[src/hw/clkgen_pkg.sv]
// Constants and types shared by the clock generation block and its divider.
package clkgen_pkg;
  localparam int MULT_W = 7;
  localparam int SYS_DIV_W = 4;
  localparam int CORE_SEL_W = 2;
  localparam int REGULATOR_FREQUENCY_FIELD_W = 2;
  localparam logic [MULT_W-1:0] MULT_MIN = 7'h05;
  localparam logic [MULT_W-1:0] MULT_MAX = 7'h40;
  localparam logic [MULT_W-1:0] MULT_RESET = 7'h06;
  localparam logic [SYS_DIV_W-1:0] SYS_DIV_RESET = 4'h6;
  localparam logic [SYS_DIV_W-1:0] SYS_DIV_ZERO = 4'h0;
  localparam logic [SYS_DIV_W-1:0] DIV_ONE = 4'h1;
  localparam logic [CORE_SEL_W-1:0] CORE_SEL_RESET = 2'h0;
  localparam logic [REGULATOR_FREQUENCY_FIELD_W-1:0] REGULATOR_FREQUENCY_FIELD_HIBERNATE = 2'h0;

  typedef enum logic [1:0] {
    PWR_WAIT_GOOD = 2'b00,
    PWR_RUNNING = 2'b01,
    PWR_HIBERNATE = 2'b10
  } power_state_t;
endpackage

[src/hw/glitchless_divider.sv]
// Divider that turns a stream of edge ticks into a clock, switching ratio glitch-free.
`timescale 1ns/100ps
`default_nettype none
module glitchless_divider #(
  parameter int DIV_W = 4
) (
  input wire logic clk,
  input wire logic resetn,
  input wire logic ce,
  input wire logic run,
  input wire logic tick,
  input wire logic [DIV_W-1:0] div,
  output logic system_clock_ref_out
);
  import clkgen_pkg::*;

  localparam logic [DIV_W-1:0] STEP = {{(DIV_W-1){1'b0}}, 1'b1};

  logic [DIV_W-1:0] cnt;
  logic [DIV_W-1:0] curDiv;

  // Each output phase lasts curDiv ticks; while running, a new ratio is taken only at a rising edge,
  // so a ratio change never cuts a high or low phase short. Dropping run forces the output low at once.
  always_ff @(posedge clk or negedge resetn) begin
    if (!resetn) begin
      cnt <= '0;
      curDiv <= STEP;
      system_clock_ref_out <= 1'h0;
    end else if (ce) begin
      if (!run) begin
        cnt <= '0;
        system_clock_ref_out <= 1'h0;
        curDiv <= div;
      end else if (tick) begin
        if (cnt >= curDiv - STEP) begin
          cnt <= '0;
          system_clock_ref_out <= ~system_clock_ref_out;
          if (!system_clock_ref_out) begin
            curDiv <= div;
          end
        end else begin
          cnt <= cnt + STEP;
        end
      end
    end
  end
endmodule
`default_nettype wire

[src/hw/core_system_clock_generation.sv]
// Core and system clock generation with regulator wake and power-good handshake.
// Function
// - Wake output high requests core power, low requests power removal.
// - Clocks start only after active-low power-good shows supply ready, also after hibernation.
// - Buffered output carries a copy of the input clock.
// - Multiplier 5 to 64 forms the output clock; 6 after reset.
// - Core and system clocks both derive from the input clock at independent rates.
// - Outside bypass, a divider write changes derived frequencies at their next rising edge, with no sequence.
// - Reference output follows system clock; enabled after reset, disabled by memory controls.
// - All peripherals are clocked from the system clock, not the core clock.
// - System divider field divides the output clock by 1 to 15.
// - System divider changes take effect without waiting for relock.
// - Core field selects divide by 1, 2, 4 or 8.
// - Writing zero to the regulator frequency field drives wake low.
// - While bypassed, core and system clocks run at the input clock rate.
// - Multiplier writes during bypass take effect only once bypass ends.
`timescale 1ns/100ps
`default_nettype none
module core_system_clock_generation #(
  parameter int PERIOD_W = 16
) (
  input wire logic clk,
  input wire logic resetn,
  input wire logic ce,
  input wire logic inputClock,
  input wire logic powerGoodN,
  input wire logic pllBypass,
  input wire logic multWrite,
  input wire logic [clkgen_pkg::MULT_W-1:0] multValue,
  input wire logic divWrite,
  input wire logic [clkgen_pkg::SYS_DIV_W-1:0] systemDividerField,
  input wire logic [clkgen_pkg::CORE_SEL_W-1:0] coreDividerField,
  input wire logic regFreqWrite,
  input wire logic [clkgen_pkg::REGULATOR_FREQUENCY_FIELD_W-1:0] regulatorFrequencyField,
  input wire logic sdramClockOutDisable,
  input wire logic asyncClockOutDisable,
  output logic regulatorWakeOut,
  output logic coreRunning,
  output logic bufferedInputClockOut,
  output logic pllOutputClock,
  output logic coreClock,
  output logic systemClock,
  output logic systemClockRefOut,
  output logic [clkgen_pkg::MULT_W-1:0] activeMultiplier,
  output logic [clkgen_pkg::SYS_DIV_W-1:0] systemDividerSetting
);
  import clkgen_pkg::*;

  function automatic logic [SYS_DIV_W-1:0] coreRatio(input logic [CORE_SEL_W-1:0] sel);
    logic [SYS_DIV_W-1:0] r;
    r = DIV_ONE << sel;
    return r;
  endfunction

  function automatic logic multInRange(input logic [MULT_W-1:0] m);
    return (m >= MULT_MIN) && (m <= MULT_MAX);
  endfunction

  logic inSync1;
  logic inSync2;
  logic inPrev;
  logic pgSync1;
  logic pgSync2;
  logic inRise;
  logic inEdge;
  power_state_t powerState;
  power_state_t next_powerState;
  logic [MULT_W-1:0] pendingMult;
  logic [CORE_SEL_W-1:0] coreSel;
  logic [PERIOD_W-1:0] periodCnt;
  logic [PERIOD_W-1:0] period;
  logic [PERIOD_W-1:0] acc;
  logic [PERIOD_W:0] ncoSum;
  logic [PERIOD_W:0] ncoRem;
  logic vcoTick;
  logic divTick;
  logic [SYS_DIV_W-1:0] sysDivEff;
  logic [SYS_DIV_W-1:0] coreDivEff;

  // Both pin inputs pass two flip-flops; edge detection reads only the second stage.
  always_ff @(posedge clk or negedge resetn) begin
    if (!resetn) begin
      inSync1 <= 1'h0;
      inSync2 <= 1'h0;
      inPrev <= 1'h0;
      pgSync1 <= 1'h1;
      pgSync2 <= 1'h1;
    end else if (ce) begin
      inSync1 <= inputClock;
      inSync2 <= inSync1;
      inPrev <= inSync2;
      pgSync1 <= powerGoodN;
      pgSync2 <= pgSync1;
    end
  end

  assign inRise = inSync2 & ~inPrev;
  assign inEdge = inSync2 ^ inPrev;

  always_ff @(posedge clk or negedge resetn) begin
    if (!resetn) begin
      bufferedInputClockOut <= 1'h0;
    end else if (ce) begin
      bufferedInputClockOut <= inSync2;
    end
  end

  always_ff @(posedge clk or negedge resetn) begin
    if (!resetn) begin
      regulatorWakeOut <= 1'h1;
    end else if (ce && regFreqWrite) begin
      regulatorWakeOut <= (regulatorFrequencyField != REGULATOR_FREQUENCY_FIELD_HIBERNATE);
    end
  end

  // Leaving hibernation goes back through the power-good wait.
  always_comb begin
    next_powerState = powerState;
    case (powerState)
      PWR_WAIT_GOOD: begin
        if (!regulatorWakeOut) begin
          next_powerState = PWR_HIBERNATE;
        end else if (!pgSync2) begin
          next_powerState = PWR_RUNNING;
        end
      end
      PWR_RUNNING: begin
        if (!regulatorWakeOut) begin
          next_powerState = PWR_HIBERNATE;
        end
      end
      PWR_HIBERNATE: begin
        if (regulatorWakeOut) begin
          next_powerState = PWR_WAIT_GOOD;
        end
      end
      default: begin
        next_powerState = PWR_WAIT_GOOD;
      end
    endcase
  end

  always_ff @(posedge clk or negedge resetn) begin
    if (!resetn) begin
      powerState <= PWR_WAIT_GOOD;
      coreRunning <= 1'h0;
    end else if (ce) begin
      powerState <= next_powerState;
      coreRunning <= (next_powerState == PWR_RUNNING);
    end
  end

  // A multiplier written during bypass waits in pendingMult until bypass ends.
  always_ff @(posedge clk or negedge resetn) begin
    if (!resetn) begin
      pendingMult <= MULT_RESET;
      activeMultiplier <= MULT_RESET;
    end else if (ce) begin
      if (multWrite && multInRange(multValue)) begin
        pendingMult <= multValue;
      end
      if (!pllBypass) begin
        activeMultiplier <= pendingMult;
      end
    end
  end

  always_ff @(posedge clk or negedge resetn) begin
    if (!resetn) begin
      systemDividerSetting <= SYS_DIV_RESET;
      coreSel <= CORE_SEL_RESET;
    end else if (ce && divWrite) begin
      if (systemDividerField != SYS_DIV_ZERO) begin
        systemDividerSetting <= systemDividerField;
      end
      coreSel <= coreDividerField;
    end
  end

  // Input clock period in clk cycles, measured between synchronised rising edges.
  always_ff @(posedge clk or negedge resetn) begin
    if (!resetn) begin
      periodCnt <= '0;
      period <= '0;
    end else if (ce) begin
      if (inRise) begin
        periodCnt <= '0;
        period <= periodCnt + {{(PERIOD_W-1){1'b0}}, 1'b1};
      end else if (periodCnt != {PERIOD_W{1'b1}}) begin
        periodCnt <= periodCnt + {{(PERIOD_W-1){1'b0}}, 1'b1};
      end
    end
  end

  // The oscillator ticks on every output clock edge: twice the multiplier per input period.
  assign ncoSum = {1'b0, acc} + {{(PERIOD_W-MULT_W){1'b0}}, activeMultiplier, 1'b0};
  assign ncoRem = ncoSum - {1'b0, period};

  always_ff @(posedge clk or negedge resetn) begin
    if (!resetn) begin
      acc <= '0;
      vcoTick <= 1'h0;
    end else if (ce) begin
      if (!coreRunning || pllBypass || (period == '0)) begin
        acc <= '0;
        vcoTick <= 1'h0;
      end else if (ncoSum >= {1'b0, period}) begin
        acc <= (ncoRem >= {1'b0, period}) ? '0 : ncoRem[PERIOD_W-1:0];
        vcoTick <= 1'h1;
      end else begin
        acc <= ncoSum[PERIOD_W-1:0];
        vcoTick <= 1'h0;
      end
    end
  end

  always_ff @(posedge clk or negedge resetn) begin
    if (!resetn) begin
      pllOutputClock <= 1'h0;
    end else if (ce && vcoTick) begin
      pllOutputClock <= ~pllOutputClock;
    end
  end

  // Bypass feeds input clock edges straight to the dividers at a ratio of one.
  assign divTick = pllBypass ? inEdge : vcoTick;
  assign sysDivEff = pllBypass ? DIV_ONE : systemDividerSetting;
  assign coreDivEff = pllBypass ? DIV_ONE : coreRatio(coreSel);

  glitchless_divider #(.DIV_W(SYS_DIV_W)) coreDivider (
    .clk(clk),
    .resetn(resetn),
    .ce(ce),
    .run(coreRunning),
    .tick(divTick),
    .div(coreDivEff),
    .system_clock_ref_out(coreClock)
  );

  // This divided clock is the one every peripheral uses.
  glitchless_divider #(.DIV_W(SYS_DIV_W)) systemDivider (
    .clk(clk),
    .resetn(resetn),
    .ce(ce),
    .run(coreRunning),
    .tick(divTick),
    .div(sysDivEff),
    .system_clock_ref_out(systemClock)
  );

  always_ff @(posedge clk or negedge resetn) begin
    if (!resetn) begin
      systemClockRefOut <= 1'h0;
    end else if (ce) begin
      systemClockRefOut <= systemClock & ~(sdramClockOutDisable | asyncClockOutDisable);
    end
  end
endmodule
`default_nettype wire

[config.mk]
export PLATFORM = sky130hd
export DESIGN_NAME = core_system_clock_generation
export DESIGN_NICKNAME = d
export VERILOG_FILES = /design/src/hw/clkgen_pkg.sv /design/src/hw/glitchless_divider.sv /design/src/hw/core_system_clock_generation.sv
export SDC_FILE = /design/constraint.sdc
export NUM_CORES = 1
export LEC_CHECK = 0
export BUFFER_PORTS_ARGS = -buffer_cell sky130_fd_sc_hd__buf_2
export CORE_MARGIN = 2
export CORE_UTILIZATION = 40
export DETAILED_ROUTE_END_ITERATION = 12
export GPL_ROUTABILITY_DRIVEN = 0
export GPL_TIMING_DRIVEN = 0
export MAX_ROUTING_LAYER = met4
export SLEW_MARGIN = 20
export SYNTH_ARGS = -nofsm -noshare
export SYNTH_HDL_FRONTEND = slang
export SYNTH_SLANG_ARGS = --single-unit
[constraint.sdc]
create_clock -name clk -period 5.3 [get_ports clk]
set_clock_uncertainty 0.2 [all_clocks]
set_input_delay 0.265 -clock clk [delete_from_list [all_inputs] [get_ports clk]]
set_output_delay 0.265 -clock clk [all_outputs]
set_load 0.01 [all_outputs]
==> metrics <==
status finished clean; critical path capture point type register; TritonCTS clock tree built; TritonCTS buffer count 9; post-synth top area share 33.7%; CP required 5.40 ns; Clock Power Share 17.3%; I/O pin total 44; root buffer cell clkbuf_16; DR iter-0 viols 365; Cell Rows 46; total track usage 20.5%; CTS max path bufs 2; final setup fails 0; placement-stage cell area 6970 µm²; part of the power in registers 26.8%; slowest cell delay on critical path 0.43 ns; post-route cell area 7870 µm²; Synth Flop Type dfrtp_1; Peak Freq 191 MHz; CP Depth 20; largest net degree at the start of global routing 60; Hold Vio Cnt, Final 0; Worst setup SP type register; slowest CP cell or4_4; Hold Path Depth 4; buffers added on ports 42; Yosys cell types 72; wire length per cell 16.6 µm; Vias 5483; Worst slew margin 43.7%; Slew @ Worst Pin 0.839 ns; R2R cell count 20; dpl hpwl 12.0 mm; worst path arrival time 5.33 ns; kind of cell adding the most delay to the critical path compound AO/OA/AOI/OAI gates; CTS H-tree depth 3; MaxCap Viol Count 0; Net Sw Power 1.65 mW; grt ovf 0; Die Span Y 131 µm; Clk Latency, worst-skew pair 0.36 ns; Comb pwr share 55.9%; switching portion of total power 41.9%; Crit Path Class reg2reg; Post-Syn Area per Cell 9.40 µm²; vias in the first global route 5472; clk sinks 98; period utilization 98.7%; cells along the critical path ha_4 -> fa_2 -> a211oi_2 -> nor2_2 -> o21a_1 -> nor2_2 -> xnor2_2 -> ha_2 -> a21oi_4 -> o211ai_1 -> o31ai_2 -> nor3_2 -> o41ai_2 -> xnor2_1 -> ha_1 -> nor2b_1 -> or4_4 -> nor4b_4 -> buf_4 -> a221o_1; starting density of the core 40.8%; Final min period 5.23 ns; FF+latch count, synth 98; Synth Warn # 0; Leak 3.46 nW; WL final 16.6 mm; Syn Nets 768; area delta synth->final 21.9%; DRC Markers 0; fin util 49.7%; FFs w/ async S/R, synth 100%; WP buf/inv 1; Peak VDD IR 0.000223 V; largest cells by area after synthesis dfrtp_1, ha_1, mux2_2; post-synthesis instance area 6460 µm²; Tightest Hold Check Type in2reg; layout cells sized above 1 23.0%; Post-synth EDFFs 0; antenna-violating nets left 0; Syn Inst Count 687; cell-internal power 2.29 mW; drt pass-1 iters 5; die area 17200 µm²; Slew Limit Fails 0; P per Cell Area 500 nW/µm²; worst-path maximum fanout 4; Via density 5.48; Die Width 131 µm; final net count 860; Reg clk slew, reported paths 0.07 ns; initial antenna violation count 0; Core Box Area 15800 µm²; first-pass GRT wire length 26.8 mm; diode count 0; area leader, netlist dfrtp_1; Seq/Total Area, Yosys 38.2%; Most common cell on crit path nor2_2
worst min-delay path, cell delays in order:
cell and delay [ns]:
buf_2 0.12, nor3_1 0.06, nand3_1 0.07, o21ai_0 0.07
final timing paths:
path / startpoint / to / slack (ns)
worst max register to register: activeMultiplier[0] / acc[3] / 0.07
min in group asynchronous: resetn / coreDivider.curDiv[3] / 0.19
worst max-delay path: activeMultiplier[0] / acc[3] / 0.07
max in group asynchronous: resetn / pendingMult[1] / 4.07
worst min-delay path: pllBypass / vcoTick / 0.08
worst min register to register: coreDivider.cnt[3] / coreDivider.cnt[3] / 0.30
metal layers:
metal / vias to the layer above / wire length [µm] / track usage [%]
met5: - / 0 / -
met1: 2662 / 7210 / 24.1
met3: 20 / 629 / 4.02
li1: 2676 / - / -
met2: 125 / 8480 / 36.3
met4: 0 / 255 / 4.82
cells by family (layout without fill, tap and decap cells):
group | count (synthesis) | count (layout) | share of synthesized area [%]
DFF | 98 | 98 | 38.2
and+or+nand+nor | 213 | 213 | 17.7
muxes | 28 | 28 | 4.84
buffers and inverters | 66 | 163 | 4.22
adders and majority gates | 55 | 55 | 10.9
AOI/OAI and AO/OA | 187 | 187 | 18.8
xor gates and xnor gates | 40 | 40 | 5.42
timing repair:
item,4_1_cts,5_1_grt
buffers inserted,7,12
setup endpoints to repair,16,16
resized for setup,28,24
endpoints found under the hold margin,60,0
hold buffers,21,0
pin swaps,9,18
gates cloned,1,0
power groups by stage:
stage	Sequential [mW]	Combinational (mW)	Clock [mW]
after floorplan	1.04	1.34	0
after global placement	1.06	1.72	0
after detailed placement	1.07	1.79	0
after CTS	1.06	1.96	0.700
after global routing	1.08	2.44	0.732
final	1.06	2.20	0.682
layout make-up:
type / instances / area, µm²
Buffer: 22 / 109
Fill cell: 1471 / 7950
Clock buffer: 9 / 225
Timing Repair Buffer: 84 / 608
Multi-Input combinational cell: 523 / 3970
Clock inverter: 7 / 76.3
Inverter: 41 / 154
Tap cell: 216 / 270
Sequential cell: 98 / 2470
Yosys cell counts (6+ instances only):
cell and count:
a31oi_1 14, nor3_1 12, a221o_1 7, mux2_2 26
nand2b_1 21, xor2_1 9, dfstp_2 11, inv_1 40
clkbuf_1 14, nor4_1 7, o31ai_1 10, nor2_1 46
a21o_1 11, o21ai_0 58, dfrtp_1 87, a21oi_1 35
and3_1 14, ha_1 53, nand3_1 20, a211oi_1 6
xnor2_1 31, nand2_1 53, o2bb2ai_1 7
state kept, by name, summed over array words and instances (netlist names), 7 cells and up:
signal / flops
acc: 16
activeMultiplier: 7
pendingMult: 7
period: 16
periodCnt: 16
layout by cell type (no fill, tap or decap), types with 8 or more instances in the layout:
master         count
a31oi_1           14
nor3_1            11
buf_4             20
a21o_1            11
dfstp_2           11
nor2_1            44
mux2_2            26
xnor2_1           27
buf_2             46
nand2b_1          21
dfrtp_1           87
nand3_1           17
dlygate4sd3_1     21
xor2_1             8
o31ai_1            8
clkbuf_1          13
a21oi_1           29
ha_1              46
clkbuf_16          9
nand2_1           52
inv_1             40
and3_1            14
o21ai_0           56
through the flow:
stage / cells / setup TNS, ns / hold WS [ns] / power [mW] / worst slack [ns]
after floorplan: 687 / 0 / -0.231 / 2.38 / 0.115
after global placement: 945 / -5.13 / 0.240 / 2.78 / -0.421
after detailed placement: 946 / -6.35 / 0.00395 / 2.85 / -0.510
after CTS: 989 / 0 / 0.0691 / 3.72 / 0.0170
after global routing: 1000 / -1.04 / 0.0994 / 4.25 / -0.111
final: 1000 / 0 / 0.0778 / 3.93 / 0.0677
No activity file was read; power rests on OpenSTA's default activity.
